### src/hdl/ranging_pkg.sv
package ranging_pkg;
  localparam int SID_W = 14;
  localparam int PWR_W = 8;
  localparam int CH_W = 8;
  localparam logic [13:0] SID_ZERO = 14'h0000;
  localparam logic [13:0] SID_BCAST = 14'h3fff;
  localparam logic [13:0] SID_FIRST_TEMP = 14'h0001;
  localparam logic [7:0] PWR_MIN = 8'h08;
  localparam logic [7:0] PWR_MAX = 8'hf0;
  localparam logic [7:0] PWR_STEP_UP = 8'h04;
  localparam int RSP_TIME_US = 1;
  localparam int CLK_MHZ = 100;
  localparam int RSP_TIME_CYC = RSP_TIME_US * CLK_MHZ;
  localparam int IM_PERIOD_CYC = 200;
  localparam int RSP_WAIT_CYC = 400;
  localparam int DCI_BASE_CYC = 64;
  localparam int DCI_MAX_SHIFT = 4;
  localparam int CNT_W = 16;
  localparam logic [1:0] MSG_NONE = 2'h0;
  localparam logic [1:0] MSG_REQ = 2'h1;
  localparam logic [1:0] MSG_DCI = 2'h2;
endpackage

### src/hdl/ranging_link_if.sv
`timescale 1ns/1ns
interface ranging_link_if;
  logic map_valid;
  logic [13:0] map_sid;
  logic map_initial;
  logic req_valid;
  logic [1:0] req_kind;
  logic [13:0] req_sid;
  logic [7:0] req_pending;
  logic rsp_valid;
  logic [13:0] rsp_sid;
  logic signed [7:0] rsp_pwr_adj;
  logic [7:0] rsp_chan;
  logic rsp_success;
  logic dci_rsp_valid;
  modport headend (
    output map_valid, map_sid, map_initial, rsp_valid, rsp_sid, rsp_pwr_adj,
    output rsp_chan, rsp_success, dci_rsp_valid,
    input req_valid, req_kind, req_sid, req_pending
  );
  modport modem (
    input map_valid, map_sid, map_initial, rsp_valid, rsp_sid, rsp_pwr_adj,
    input rsp_chan, rsp_success, dci_rsp_valid,
    output req_valid, req_kind, req_sid, req_pending
  );
endinterface

### src/hdl/modem_ranging.sv
`timescale 1ns/1ns
module modem_ranging #(
  parameter int RSP_WAIT = ranging_pkg::RSP_WAIT_CYC,
  parameter int DCI_BASE = ranging_pkg::DCI_BASE_CYC,
  parameter logic [7:0] NUM_CHAN = 8'h04,
  parameter logic [7:0] MAX_TRIES = 8'h10
) (
  input wire logic sys_clk_in,
  input wire logic reset_n_in,
  ranging_link_if.modem link,
  input wire logic start_in,
  input wire logic nv_pwr_valid_in,
  input wire logic [7:0] nv_pwr_in,
  input wire logic dci_enable_in,
  input wire logic [7:0] pending_in,
  output logic [7:0] tx_power_out,
  output logic [13:0] sid_out,
  output logic [7:0] up_chan_out,
  output logic ranged_out,
  output logic rescan_out
);
  typedef enum logic [5:0] {
    M_IDLE = 6'b000001,
    M_WAIT_IM = 6'b000010,
    M_WAIT_RSP = 6'b000100,
    M_WAIT_POLL = 6'b001000,
    M_DCI = 6'b010000,
    M_DONE = 6'b100000
  } mstate_t;
  // The whole modem state is one flop image; the comb block fills its next copy.
  typedef struct packed {
    mstate_t st;
    logic [7:0] pwr;
    logic [13:0] sid;
    logic [7:0] chan;
    logic [7:0] tries;
    logic [15:0] tmo;
    logic [2:0] shift;
    logic req_valid;
    logic [1:0] req_kind;
    logic [13:0] req_sid;
    logic ranged;
    logic rescan;
  } mreg_t;
  mreg_t r;
  mreg_t next_r;

  // The 9-bit sum puts both an overflow and a negative result in its top bit.
  // A negative result also sets bit 7, which an overflow above the ceiling cannot.
  function automatic logic [7:0] clamp_pwr(input logic [8:0] v);
    if (v[8] && v[7]) begin
      clamp_pwr = ranging_pkg::PWR_MIN;
    end else if (v[8] || v[7:0] > ranging_pkg::PWR_MAX) begin
      clamp_pwr = ranging_pkg::PWR_MAX;
    end else if (v[7:0] < ranging_pkg::PWR_MIN) begin
      clamp_pwr = ranging_pkg::PWR_MIN;
    end else begin
      clamp_pwr = v[7:0];
    end
  endfunction

  // A stored level is trusted only after it is clamped into range.
  function automatic logic [7:0] start_pwr(input logic ok, input logic [7:0] p);
    start_pwr = ok ? clamp_pwr({1'b0, p}) : ranging_pkg::PWR_MIN;
  endfunction

  // Applies the signed step of a ranging answer, held inside the power range.
  function automatic logic [7:0] adjust_pwr(input logic [7:0] p, input logic [7:0] step);
    logic [8:0] s;
    s = 9'({1'b0, p} + {step[7], step});
    adjust_pwr = clamp_pwr(s);
  endfunction

  always_comb begin
    logic [8:0] sum;
    sum = 9'h000;
    next_r = r;
    next_r.req_valid = 1'b0;
    next_r.rescan = 1'b0;
    // One shared countdown serves both the ranging answer wait and the class retry.
    if (r.tmo != 16'h0000) begin
      next_r.tmo = r.tmo - 16'h0001;
    end
    case (r.st)
      M_IDLE: begin
        // A start pulse picks the stored power level when it is marked valid.
        if (start_in) begin
          next_r.pwr = start_pwr(nv_pwr_valid_in, nv_pwr_in);
          next_r.tries = 8'h00;
          next_r.st = M_WAIT_IM;
        end
      end
      M_WAIT_IM: begin
        // Only a broadcast opportunity may carry the contention request.
        if (link.map_valid && link.map_initial) begin
          next_r.req_valid = 1'b1;
          next_r.req_kind = ranging_pkg::MSG_REQ;
          next_r.req_sid = ranging_pkg::SID_ZERO;
          next_r.tmo = 16'(RSP_WAIT);
          next_r.st = M_WAIT_RSP;
        end
      end
      M_WAIT_RSP: begin
        if (link.rsp_valid) begin
          next_r.sid = link.rsp_sid;
          next_r.chan = link.rsp_chan;
          next_r.pwr = adjust_pwr(r.pwr, link.rsp_pwr_adj);
          next_r.st = M_WAIT_POLL;
        end else if (r.tmo == 16'h0000) begin
          sum = 9'({1'b0, r.pwr} + {1'b0, ranging_pkg::PWR_STEP_UP});
          // Overshoot past the ceiling restarts the sweep from the bottom.
          next_r.pwr = (sum > {1'b0, ranging_pkg::PWR_MAX}) ? ranging_pkg::PWR_MIN
                       : sum[7:0];
          next_r.tries = r.tries + 8'h01;
          next_r.st = M_WAIT_IM;
          // The last try on a channel moves on and restarts power from its start level.
          if (r.tries == MAX_TRIES - 8'h01) begin
            next_r.tries = 8'h00;
            next_r.pwr = start_pwr(nv_pwr_valid_in, nv_pwr_in);
            if (r.chan == NUM_CHAN - 8'h01) begin
              next_r.chan = 8'h00;
              next_r.rescan = 1'b1;
              next_r.st = M_IDLE;
            end else begin
              next_r.chan = r.chan + 8'h01;
            end
          end
        end
      end
      M_WAIT_POLL: begin
        // A poll for another modem, or a broadcast opportunity, is ignored here.
        if (link.rsp_valid && link.rsp_sid == r.sid) begin
          next_r.pwr = adjust_pwr(r.pwr, link.rsp_pwr_adj);
          if (link.rsp_success) begin
            next_r.ranged = 1'b1;
            next_r.shift = 3'h0;
            next_r.tmo = 16'h0000;
            next_r.st = dci_enable_in ? M_DCI : M_DONE;
          end
        end else if (link.map_valid && !link.map_initial && link.map_sid == r.sid) begin
          next_r.req_valid = 1'b1;
          next_r.req_kind = ranging_pkg::MSG_REQ;
          next_r.req_sid = r.sid;
        end
      end
      M_DCI: begin
        // The retry wait doubles after every unanswered request, up to a fixed cap.
        if (link.dci_rsp_valid) begin
          next_r.st = M_DONE;
        end else if (r.tmo == 16'h0000) begin
          next_r.req_valid = 1'b1;
          next_r.req_kind = ranging_pkg::MSG_DCI;
          next_r.req_sid = r.sid;
          next_r.tmo = 16'(DCI_BASE << r.shift);
          if (r.shift != 3'(ranging_pkg::DCI_MAX_SHIFT)) begin
            next_r.shift = r.shift + 3'h1;
          end
        end
      end
      default: begin
      end
    endcase
  end

  // Reset parks the transmitter at the bottom of its power range.
  always_ff @(posedge sys_clk_in) begin
    if (!reset_n_in) begin
      r <= '0;
      r.st <= M_IDLE;
      r.pwr <= ranging_pkg::PWR_MIN;
    end else begin
      r <= next_r;
    end
  end

  // The pending count rides beside the request without a register of its own.
  assign link.req_valid = r.req_valid;
  assign link.req_kind = r.req_kind;
  assign link.req_sid = r.req_sid;
  assign link.req_pending = pending_in;
  assign tx_power_out = r.pwr;
  assign sid_out = r.sid;
  assign up_chan_out = r.chan;
  assign ranged_out = r.ranged;
  assign rescan_out = r.rescan;
endmodule

### src/flat_wrapper.sv
// flat-port wrapper written by rule: the top's interface ports become plain ports
module modem_ranging_flat 
#(
  parameter int RSP_WAIT = ranging_pkg::RSP_WAIT_CYC,
  parameter int DCI_BASE = ranging_pkg::DCI_BASE_CYC,
  parameter logic [7:0] NUM_CHAN = 8'h04,
  parameter logic [7:0] MAX_TRIES = 8'h10
)
  (sys_clk_in, reset_n_in, start_in, nv_pwr_valid_in, nv_pwr_in, dci_enable_in, pending_in, tx_power_out, sid_out, up_chan_out, ranged_out, rescan_out, link_map_valid, link_map_sid, link_map_initial, link_rsp_valid, link_rsp_sid, link_rsp_pwr_adj, link_rsp_chan, link_rsp_success, link_dci_rsp_valid, link_req_valid, link_req_kind, link_req_sid, link_req_pending);
  ranging_link_if link_i ();
  input wire logic sys_clk_in;
  input wire logic reset_n_in;
  input wire logic start_in;
  input wire logic nv_pwr_valid_in;
  input wire logic [7:0] nv_pwr_in;
  input wire logic dci_enable_in;
  input wire logic [7:0] pending_in;
  output logic [7:0] tx_power_out;
  output logic [13:0] sid_out;
  output logic [7:0] up_chan_out;
  output logic ranged_out;
  output logic rescan_out;
  input wire logic [$bits(link_i.map_valid)-1:0] link_map_valid;
  input wire logic [$bits(link_i.map_sid)-1:0] link_map_sid;
  input wire logic [$bits(link_i.map_initial)-1:0] link_map_initial;
  input wire logic [$bits(link_i.rsp_valid)-1:0] link_rsp_valid;
  input wire logic [$bits(link_i.rsp_sid)-1:0] link_rsp_sid;
  input wire logic [$bits(link_i.rsp_pwr_adj)-1:0] link_rsp_pwr_adj;
  input wire logic [$bits(link_i.rsp_chan)-1:0] link_rsp_chan;
  input wire logic [$bits(link_i.rsp_success)-1:0] link_rsp_success;
  input wire logic [$bits(link_i.dci_rsp_valid)-1:0] link_dci_rsp_valid;
  output wire logic [$bits(link_i.req_valid)-1:0] link_req_valid;
  output wire logic [$bits(link_i.req_kind)-1:0] link_req_kind;
  output wire logic [$bits(link_i.req_sid)-1:0] link_req_sid;
  output wire logic [$bits(link_i.req_pending)-1:0] link_req_pending;
  assign link_i.map_valid = link_map_valid;
  assign link_i.map_sid = link_map_sid;
  assign link_i.map_initial = link_map_initial;
  assign link_i.rsp_valid = link_rsp_valid;
  assign link_i.rsp_sid = link_rsp_sid;
  assign link_i.rsp_pwr_adj = link_rsp_pwr_adj;
  assign link_i.rsp_chan = link_rsp_chan;
  assign link_i.rsp_success = link_rsp_success;
  assign link_i.dci_rsp_valid = link_dci_rsp_valid;
  assign link_req_valid = link_i.req_valid;
  assign link_req_kind = link_i.req_kind;
  assign link_req_sid = link_i.req_sid;
  assign link_req_pending = link_i.req_pending;
  modem_ranging #(.RSP_WAIT(RSP_WAIT), .DCI_BASE(DCI_BASE), .NUM_CHAN(NUM_CHAN), .MAX_TRIES(MAX_TRIES)) u_core (.sys_clk_in(sys_clk_in), .reset_n_in(reset_n_in), .link(link_i), .start_in(start_in), .nv_pwr_valid_in(nv_pwr_valid_in), .nv_pwr_in(nv_pwr_in), .dci_enable_in(dci_enable_in), .pending_in(pending_in), .tx_power_out(tx_power_out), .sid_out(sid_out), .up_chan_out(up_chan_out), .ranged_out(ranged_out), .rescan_out(rescan_out));
endmodule
### config.mk
export PLATFORM = sky130hd
export DESIGN_NAME = modem_ranging_flat
export DESIGN_NICKNAME = d
export VERILOG_FILES = /design/src/hdl/ranging_pkg.sv /design/src/hdl/ranging_link_if.sv /design/src/hdl/modem_ranging.sv /design/src/flat_wrapper.sv
export SDC_FILE = /design/constraint.sdc
export NUM_CORES = 1
export LEC_CHECK = 0
export ABC_AREA = 1
export BUFFER_PORTS_ARGS = -buffer_cell sky130_fd_sc_hd__buf_4
export CAP_MARGIN = 20
export CORE_MARGIN = 10
export CORE_UTILIZATION = 30
export DETAILED_ROUTE_END_ITERATION = 10
export GPL_TIMING_DRIVEN = 0
export MAX_ROUTING_LAYER = met4
export PLACE_DENSITY_LB_ADDON = 0.15
export SYNTH_ARGS = -nofsm -noshare
export SYNTH_HDL_FRONTEND = slang
export SYNTH_SLANG_ARGS = --single-unit
### constraint.sdc
create_clock -name sys_clk_in -period 2.5 [get_ports sys_clk_in]
set_clock_uncertainty 0.1 [all_clocks]
set_input_delay 0.375 -clock sys_clk_in [delete_from_list [all_inputs] [get_ports sys_clk_in]]
set_output_delay 0.375 -clock sys_clk_in [all_outputs]
set_load 0.03 [all_outputs]
==> results of run 1 <==
logic make-up after synthesis:
| group | after synthesis |
|---|---|
| adder cells (fa/ha/maj) | 21 |
| AO/OA/AOI/OAI | 141 |
| AND/OR/NAND/NOR | 463 |
| XOR/XNOR | 21 |
| flip-flops | 82 |
| buffers and inverters | 183 |
metal layers:
metal / wire, um / global-route usage, % / share of wire, % / vias up
met3: 563 / 2.005 / 3.1 / 21
li1: - / - / - / 3144
met1: 9094 / 18.88 / 50 / 2548
met5: 0 / - / 0 / -
met2: 8271 / 23.28 / 45 / 127
met4: 367 / 5.301 / 2.0 / 0
placed cells by master, fill, tap and decap left out, drive strengths merged, types with 15 or more instances in the layout:
cell type | netlist | routed
a21oi | 50 | 50
buf | 61 | 179
clkbuf | 9 | 19
dfxtp | 82 | 82
ha | 20 | 20
inv | 112 | 113
nand2 | 232 | 232
nand3 | 42 | 42
nand4 | 18 | 18
nor2 | 135 | 135
nor3 | 15 | 15
o21ai | 58 | 58
layout make-up:
| class | count | share of cell area [%] |
|---|---|---|
| Multi-Input combinational cell | 646 | 45.22 |
| Sequential cell | 82 | 21.98 |
| Timing Repair Buffer | 118 | 11.86 |
| Buffer | 70 | 6.535 |
| Inverter | 113 | 5.680 |
| Tap cell | 265 | 4.440 |
| Clock buffer | 10 | 3.066 |
| Clock inverter | 6 | 1.206 |
Yosys cell counts (9+ instances only):
cell type    n
nand2_1    229
nor2_1     118
inv_1       90
dfxtp_1     82
buf_4       55
a21oi_1     49
o21ai_0     45
nand3_1     36
inv_2       22
ha_1        20
nand4_1     17
xor2_1      13
nor2_2      12
nor3_1      12
clkbuf_1     9
o21ai_1      9
power by group:
part	internal, W	switching [W]	total [W]	leakage, nW
clock	0.000879	0.000573	0.00145	0.153
combinational	0.00128	0.00213	0.00342	2.75
sequential	0.00155	0.000278	0.00183	0.666
worst max-delay path, stage by stage (launching register included):
cell	delay [ns]
dfxtp_1	0.35
ha_2	0.21
fa_1	0.39
nand2_1	0.12
nand3_2	0.12
nand3_1	0.11
nand2_1	0.06
nand2_1	0.05
nand2_1	0.14
inv_1	0.14
nand2_1	0.08
nor2_1	0.13
nand3_1	0.11
a21oi_1	0.15
sequential cells by signal, summed over array words and instances, names as in the netlist:
signal / flops
u_core.rescan_out: 1
u_core.ranged_out: 1
u_core.link.req_sid: 14
u_core.tx_power_out: 8
u_core.link.req_kind: 2
u_core.r: 33
u_core.sid_out: 14
u_core.link.req_valid: 1
u_core.up_chan_out: 8
through the flow:
step / setup slack, ns / total power (W) / util (%) / hold WS [ns]
floorplan: 0.3713 / 0.004395 / - / 0.3329
global route: -0.002895 / 0.007343 / 38.49 / 0.1921
global placement: -0.04810 / 0.005223 / 36.70 / 0.3536
finish: 0.1887 / 0.006700 / 38.49 / 0.1725
detailed placement: -0.01715 / 0.005238 / 36.70 / 0.3547
CTS: 0.1011 / 0.006728 / 38.34 / 0.1570
worst min path at each step:
stage          cells past startpoint                                  from                                    to  slack [ns]
6_report                           3                      link_rsp_sid[10]       u_core.sid_out[10]$_SDFFE_PN0P_        0.17
3_5_place_dp                       2  u_core.link.req_kind[0]$_SDFFE_PN0P_  u_core.link.req_kind[0]$_SDFFE_PN0P_        0.35
5_1_grt                            3                      link_rsp_sid[10]       u_core.sid_out[10]$_SDFFE_PN0P_        0.19
3_3_place_gp                       2  u_core.link.req_kind[0]$_SDFFE_PN0P_  u_core.link.req_kind[0]$_SDFFE_PN0P_        0.35
2_1_floorplan                      2  u_core.link.req_kind[0]$_SDFFE_PN0P_  u_core.link.req_kind[0]$_SDFFE_PN0P_        0.33
4_1_cts                            3                      link_rsp_sid[10]       u_core.sid_out[10]$_SDFFE_PN0P_        0.16
==> impl_metrics.tcl, run 1 <==
set metrics [dict create \
    synth_seq_area_share_pct 27.81 \
    dieWidth_um 160.3 \
    crit_path_end "u_core.tx_power_out[2]$_SDFFE_PN0P_" \
    cts.reportedPaths.clkPinSlew_ns 0.07 \
    vdd_ir_drop_max_v 0.0004848 \
    worstMarginPinSlew_ns 0.7162 \
    initial_core_util_pct 30.42 \
    netlist_area_um2 5902 \
    clk_latency_ns 0.35 \
    route.detailed.vias_per_inst 4.458 \
    postCtsResizedCells 0 \
    crit-reg2reg-launch "u_core.tx_power_out[0]$_SDFFE_PN0P_" \
    synth_ff_type "dfxtp_1" \
    clk_root_buffer_cell "clkbuf_16" \
    yosys_warnings 0 \
    postRouteAntennaNets 0 \
    drt_wl_total_mm 18.30 \
    postSynthAreaPerCell_um2 6.478 \
    grt_antenna_before_repair 0 \
    finish.cell_count_without_fillers 1310 \
    synth.top_cells.by_area "dfxtp_1 28%, nand2_1 15%, nor2_1 7.5%" \
    worstSetupPathType "register to register" \
    drc 0 \
    detailedRoute.firstPassIterationCount 5 \
    worst_r2r_path_depth 13 \
    buffer_ports.inserted 118 \
    postCtsHoldBufs 0 \
    cts.htree.levels 3 \
    synth_cells 911 \
    grt_max_degree 15 \
    layout.cell_area.non_filler_um2 7467 \
    timing.critical_path.from "u_core.tx_power_out[0]$_SDFFE_PN0P_" \
    timing.final.hold_violations 0 \
    areaGrowthSynthToFinish_pct 26.52 \
    post_synth_fa_ha_maj_area_fraction_pct 4.579 \
    groute.usage.overall_pct 14.75 \
    netlist-cell-type-count 56 \
    drv_cap 0 \
    timing.critical_path.fanout_max 5 \
    grt_first_pass_wirelength_mm 30.23 \
    critical_path.endpoint_type "register" \
    finalWeightedCongestion 0.8845 \
    fp.coreArea_um2 19400 \
    number_of_buffers_inserted_during_clock_tree_synthesis 9 \
    r2r-end "u_core.tx_power_out[2]$_SDFFE_PN0P_" \
    slew_viol_final 0 \
    total_leakage_power_nw 3.572 \
    synth_compound_gate_area_share_pct 13.72 \
    timing.critical_path.from_type "register" \
    grt-ovfl-total 0 \
    worst_ep_required_time_ns 2.69 \
    finalWorstPathRequiredPeriod_ns 2.311 \
    slew_headroom_pct 52.25 \
    fillers 2167 \
    number_of_nets_in_the_layout 1131 \
    synth_simple_gate_area_share_pct 35.32 \
    cts.sinks 82 \
    floorplan.die.height_um 160.3 \
    powerDensity_nw_per_um2 897.2 \
    layout-drive-gt1-share_pct 25.55 \
    std_cell_rows 51 \
    pin_count 127 \
    floorplan.die_area_um2 25680 \
    yosys_register_bits 82 \
    hpwlAfterDp_mm 14.92 \
    synth-edff-count 0 \
    status "completed" \
    seqCellArea_um2 1642 \
    area_share_of_the_largest_cell_type_after_synthesis_pct 27.81 \
    syn_nets 1002 \
    dominant_combinational_cell_family_by_area_after_synthesis "simple AND/OR/NAND/NOR gates" \
    postSynth.asyncResetShare_pct 0 \
    r2r_slack_ns 0.19 \
    area_occupied_by_multi_input_gates_um2 3377 \
    synth_xor_xnor_area_share_pct 3.116 \
    timing.critical_path.arrival_ns 2.50 \
    detail_route.iter0.violations 280 \
    tritoncts "done" \
    placedInstanceArea_um2 7119 \
    holdCritPathClass "input port to register" \
    cts_post_setup_buffers_inserted 0 \
    synth.mux.area_fraction_pct 0 \
    antennaDiodeCount 0 \
    max-clock-path-buffers 2 \
    setup_total_negative_slack_ns 0 \
    rsz0062_at_grt "true" \
    routed_via_count 5840 \
    grt_pass1_vias 5946 \
    fmax_mhz 432.7 \
    dp.cells 1294 \
    finalCritPeriodShare_pct 92.45 \
    routedWlPerCell_um 13.97 \
    timing.final.setup_violations 0 \
    yosys.area.top_type "dfxtp_1" \
]
Note: power is estimated with default switching activity, not from simulation.
==> inputs of run 2 (changes only) <==
Settings changed: RECOVER_POWER set to 25.
==> run 2 against run 1 <==
  * Flip-flop and latch count unchanged
  * Sequential share of layout area up 0.37 points
  * Critical endpoint unchanged
  * Critical path depth unchanged
  * Register-to-register slack about the same
==> impl_metrics.tcl, run 2 (same netlist as run 1, synthesis figures left out) <==
set metrics [dict create \
    slew_headroom_pct 51.82 \
    rsz0062_at_grt "true" \
    detail_route.iter0.violations 289 \
    finish.cell_count_without_fillers 1310 \
    route.detailed.vias_per_inst 4.458 \
    grt_max_degree 15 \
    routedWlPerCell_um 13.99 \
    groute.usage.overall_pct 14.75 \
    cts.reportedPaths.clkPinSlew_ns 0.06 \
    detailedRoute.firstPassIterationCount 6 \
    slew_viol_final 0 \
    r2r_slack_ns 0.19 \
    clk_latency_ns 0.35 \
    grt_antenna_before_repair 0 \
    number_of_buffers_inserted_during_clock_tree_synthesis 9 \
    std_cell_rows 51 \
    grt_first_pass_wirelength_mm 30.23 \
    grt-ovfl-total 0 \
    layout-drive-gt1-share_pct 22.39 \
    vdd_ir_drop_max_v 0.0004663 \
    fp.coreArea_um2 19400 \
    layout.cells.most_common "nand2_1" \
    holdCritPathClass "input port to register" \
    clk_root_buffer_cell "clkbuf_16" \
    clockPowerShare_pct 21.8 \
    finalWeightedCongestion 0.8845 \
    pin_count 127 \
    comb_power_share_pct 50.8 \
    postRouteAntennaNets 0 \
    fmax_mhz 432.6 \
    powerDensity_nw_per_um2 908.4 \
    finalCritPeriodShare_pct 92.46 \
    routed_via_count 5840 \
    timing.final.setup_violations 0 \
    worstSetupPathType "register to register" \
    drv_cap 0 \
    seq_power_share_pct 27.5 \
    critical_path.endpoint_type "register" \
    postCtsResizedCells 0 \
    status "completed" \
    netsw_w 0.002982 \
    final_cell_mix "228 x nand2_1, 139 x buf_4, 117 x nor2_1" \
    finalWorstPathRequiredPeriod_ns 2.311 \
    timing.critical_path.fanout_max 5 \
    worstMarginPinSlew_ns 0.7228 \
    cts_post_setup_buffers_inserted 0 \
    worst_r2r_path_depth 13 \
    initial_core_util_pct 30.42 \
    floorplan.die.height_um 160.3 \
    postCtsHoldBufs 0 \
    finish.utilization_pct 37.85 \
    holdWs_ns 0.1747 \
    timing.final.hold_violations 0 \
    dp.cells 1294 \
    areaGrowthSynthToFinish_pct 24.42 \
    timing.critical_path.arrival_ns 2.50 \
    whs_path_depth 3 \
    cts.htree.levels 3 \
    total_leakage_power_nw 3.436 \
    tritoncts "done" \
    cts.sinks 82 \
    largest_register_ff_count 33 \
    timing.critical_path.from_type "register" \
    floorplan.die_area_um2 25680 \
    dieWidth_um 160.3 \
    number_of_nets_in_the_layout 1131 \
    power_switching_share_pct 44.71 \
    total_power_w 0.006671 \
    drc 0 \
    max-clock-path-buffers 2 \
    hpwlAfterDp_mm 14.92 \
    setup_total_negative_slack_ns 0 \
    registers.top_by_ff_count "u_core.r" \
    antennaDiodeCount 0 \
    grt_pass1_vias 5946 \
    worst_ep_required_time_ns 2.69 \
    internal-power_w 0.003688 \
    buffer_ports.inserted 118 \
    drt_wl_total_mm 18.33 \
]
==> run 2: cell count changes in the layout (fill, tap and decap cells not counted) <==
cell and change:
clkbuf_4 +1, buf_4 -34, clkbuf_1 +33
==> run 2: per-stage QoR <==
stage / setup WS [ns] / instance area [um2]
final: 0.1886 / 7343
after CTS: 0.1011 / 7438
after global placement: -0.04810 / 7119
after detailed placement: -0.01715 / 7119
after global routing: -0.002895 / 7343
after floorplan: 0.3713 / 5902
==> run 2: path summary, 6_finish.rpt <==
kind                                        startpoint                                    to
setup / recovery   u_core.tx_power_out[0]$_SDFFE_PN0P_   u_core.tx_power_out[2]$_SDFFE_PN0P_
hold / removal                        link_rsp_sid[10]       u_core.sid_out[10]$_SDFFE_PN0P_
setup reg to reg   u_core.tx_power_out[0]$_SDFFE_PN0P_   u_core.tx_power_out[2]$_SDFFE_PN0P_
hold reg to reg   u_core.link.req_kind[0]$_SDFFE_PN0P_  u_core.link.req_kind[0]$_SDFFE_PN0P_
==> run 2: area by class of cell <==
class,instances,area [um2]
sequential,82,1642
buffer,70,488.0
multi-input combinational,646,3377
tap,265,331.6
clock buffer,10,229.0
clock inverter,6,90.09
inverter,113,424.2
timing repair buffer,118,762.0
fill,2201,12060
==> run 2: power groups by stage <==
| stage | sequential, W | combinational [W] | clock, W |
|---|---|---|---|
| global route | 0.00188 | 0.00389 | 0.00155 |
| CTS | 0.00183 | 0.00340 | 0.00150 |
| floorplan | 0.00177 | 0.00262 | 0 |
| finish | 0.00183 | 0.00339 | 0.00145 |
| detailed placement | 0.00186 | 0.00338 | 0 |
| global placement | 0.00186 | 0.00337 | 0 |
==> run 2: routing by layer <==
layer / part of all wire, % / track usage [%] / up-vias
met4: 1.9 / 5.301 / 0
met1: 50 / 18.88 / 2549
met2: 45 / 23.28 / 126
met3: 3.1 / 2.005 / 19
met5: 0 / - / -
li1: - / - / 3146
==> run 2: worst max-delay path: stages, from the launching register on <==
cell	delay, ns
dfxtp_1	0.35
ha_2	0.21
fa_1	0.39
nand2_1	0.12
nand3_2	0.12
nand3_1	0.11
nand2_1	0.06
nand2_1	0.05
nand2_1	0.14
inv_1	0.14
nand2_1	0.08
nor2_1	0.13
nand3_1	0.11
a21oi_1	0.14
==> inputs of run 3 (changes only) <==
Settings changed: CORE_MARGIN 10 to not set.
==> run 3 against run 2 <==
  * Critical path depth is 1 lower
  * Largest power group unchanged
  * Register-to-register slack lost 0.03 ns
  * Critical path type unchanged
  * Die area decreased by 21%
  * Flip-flop and latch count unchanged
  * Total power fell by 3.7%
  * Sequential share of layout area increased by 0.20 points
  * Critical endpoint is now u_core.tx_power_out[4]$_SDFFE_PN0P_
==> impl_metrics.tcl, run 3 (same netlist as run 1, synthesis figures left out) <==
set metrics [dict create \
    timing.critical_path.slowest_stage_cell "fa_1" \
    largest_register_ff_count 33 \
    fp.coreArea_um2 19020 \
    finalWorstPathRequiredPeriod_ns 2.346 \
    critical_path.endpoint_type "register" \
    grt-ovfl-total 0 \
    slew_headroom_pct 55.51 \
    fillers 2140 \
    setup_total_negative_slack_ns 0 \
    buffer_ports.inserted 118 \
    grt_max_degree 14 \
    clk_latency_ns 0.34 \
    cts_post_setup_buffers_inserted 0 \
    dp.cells 1289 \
    route.detailed.vias_per_inst 4.493 \
    worst_r2r_path_depth 12 \
    std_cell_rows 50 \
    finish.cell_count_without_fillers 1304 \
    hpwlAfterDp_mm 13.43 \
    drv_cap 0 \
    dieWidth_um 142.3 \
    seqCellArea_um2 1642 \
    vdd_ir_drop_max_v 0.0004050 \
    floorplan.die_area_um2 20240 \
    worstMarginPinSlew_ns 0.6673 \
    hold_end "u_core.sid_out[8]$_SDFFE_PN0P_" \
    clk_root_buffer_cell "clkbuf_16" \
    floorplan.die.height_um 142.3 \
    timing.critical_path.from_type "register" \
    r2r_slack_ns 0.15 \
    rsz0062_at_grt "false" \
    total_leakage_power_nw 3.411 \
    drt_wl_total_mm 16.74 \
    whs_path_depth 3 \
    routedWlPerCell_um 12.84 \
    final_cell_mix "229 x nand2_1, 139 x buf_4, 115 x nor2_1" \
    slew_viol_final 0 \
    critical-path-top-delay-family "simple AND/OR/NAND/NOR gates" \
    registers.top_by_ff_count "u_core.r" \
    cts.sinks 82 \
    pre_cts_slack_ns 0.007747 \
    timing.critical_path.cells "ha_2, fa_1, nand2_1, nand3_1, nand3_1, nand2_1, nand2_1, nand2_1, inv_1, nand2_1, o21ai_0, a31oi_1" \
    holdCritPathClass "input port to register" \
    powerDensity_nw_per_um2 883.0 \
    max-clock-path-buffers 2 \
    areaGrowthSynthToFinish_pct 23.30 \
    pin_count 127 \
    tritoncts "done" \
    timing.final.hold_violations 0 \
    detailedRoute.firstPassIterationCount 4 \
    number_of_buffers_inserted_during_clock_tree_synthesis 9 \
    initial_core_util_pct 31.03 \
    setup_ws_ns 0.1537 \
    critical_path_buf_inv_count 1 \
    antennaDiodeCount 0 \
    timing.critical_path.fanout_max 5 \
    cts.reportedPaths.clkPinSlew_ns 0.07 \
    finalWeightedCongestion 0.8540 \
    area_occupied_by_multi_input_gates_um2 3366 \
    cts.htree.levels 3 \
    postRouteAntennaNets 0 \
    status "completed" \
    drc 0 \
    timing.final.setup_violations 0 \
    layout.cells.most_common "nand2_1" \
    worst_ep_required_time_ns 2.62 \
    postCtsHoldBufs 0 \
    grt_pass1_vias 5443 \
    worstSetupPathType "register to register" \
    worst_path_most_repeated_cell "nand2_1" \
    groute.usage.overall_pct 17.59 \
    routed_via_count 5859 \
    path_depth 12 \
    crit-reg2reg-launch "u_core.tx_power_out[0]$_SDFFE_PN0P_" \
    grt_first_pass_wirelength_mm 27.27 \
    timing.critical_path.arrival_ns 2.47 \
    detail_route.iter0.violations 300 \
    total_power_w 0.006426 \
    r2r-end "u_core.tx_power_out[4]$_SDFFE_PN0P_" \
    finalCritPeriodShare_pct 93.85 \
    layout-drive-gt1-share_pct 22.22 \
    number_of_nets_in_the_layout 1131 \
    critical-path-max-stage-delay_ns 0.39 \
    hp-start "link_rsp_sid[8]" \
    grt_antenna_before_repair 0 \
    fmax_mhz 426.2 \
]
[run 3: what timing repair did]
item                                    CTS  global route
gates resized for setup                   0             6
endpoints found under the setup margin    0             5
endpoints found under the hold margin     0             0
[run 3: worst max path at each step]
stage / from / to / slack, ns
after floorplan: link_rsp_pwr_adj[0] / u_core.tx_power_out[3]$_SDFFE_PN1P_ / 0.37
after global placement: link_rsp_pwr_adj[0] / u_core.tx_power_out[0]$_SDFFE_PN0P_ / 0.007
after detailed placement: link_rsp_pwr_adj[0] / u_core.tx_power_out[7]$_SDFFE_PN0P_ / 0.008
after CTS: u_core.tx_power_out[0]$_SDFFE_PN0P_ / u_core.tx_power_out[7]$_SDFFE_PN0P_ / 0.13
after global routing: u_core.tx_power_out[0]$_SDFFE_PN0P_ / u_core.tx_power_out[4]$_SDFFE_PN0P_ / 0.01
final: u_core.tx_power_out[0]$_SDFFE_PN0P_ / u_core.tx_power_out[4]$_SDFFE_PN0P_ / 0.15
[run 3: final cells by class]
cell class / instances / area share [%]
Clock inverter: 5 / 0.4298
Buffer: 70 / 6.706
Timing Repair Buffer: 118 / 10.47
Clock buffer: 10 / 3.284
Tap cell: 260 / 4.470
Multi-Input combinational cell: 646 / 46.25
Inverter: 113 / 5.829
Sequential cell: 82 / 22.56
[run 3: worst register-to-register path, delay by kind of cell, from the launching register on]
| family | cells | cell delay, ns |
|---|---|---|
| adder cells (fa/ha/maj) | 2 | 0.60 |
| flip-flops | 1 | 0.35 |
| AND/OR/NAND/NOR | 7 | 0.70 |
| AO/OA/AOI/OAI | 2 | 0.34 |
| buffers and inverters | 1 | 0.13 |
[run 3: per-stage QoR]
step | area, um2 | utilization [%] | hold WS (ns)
floorplan | 5902 | - | 0.3329
global placement | 7113 | 37.40 | 0.3562
detailed placement | 7113 | 37.40 | 0.3697
CTS | 7383 | 38.82 | 0.1642
global route | 7277 | 38.26 | 0.1902
finish | 7277 | 38.26 | 0.1756
[run 3: power breakdown]
group / internal (W) / total, W / switching [W]
Sequential: 0.00155 / 0.00183 / 0.000276
Clock: 0.000691 / 0.00124 / 0.000551
Combinational: 0.00126 / 0.00336 / 0.00210
Total: 0.00350 / 0.00643 / 0.00293
[run 3: layer usage]
layer  global-route usage [%]  vias up  wire length (um)
met5                        -        -                 0
met4                    5.772        0               205
met3                    2.052       11               494
met2                    27.76      104              7585
met1                    23.31     2602              8459
li1                         -     3142                 -
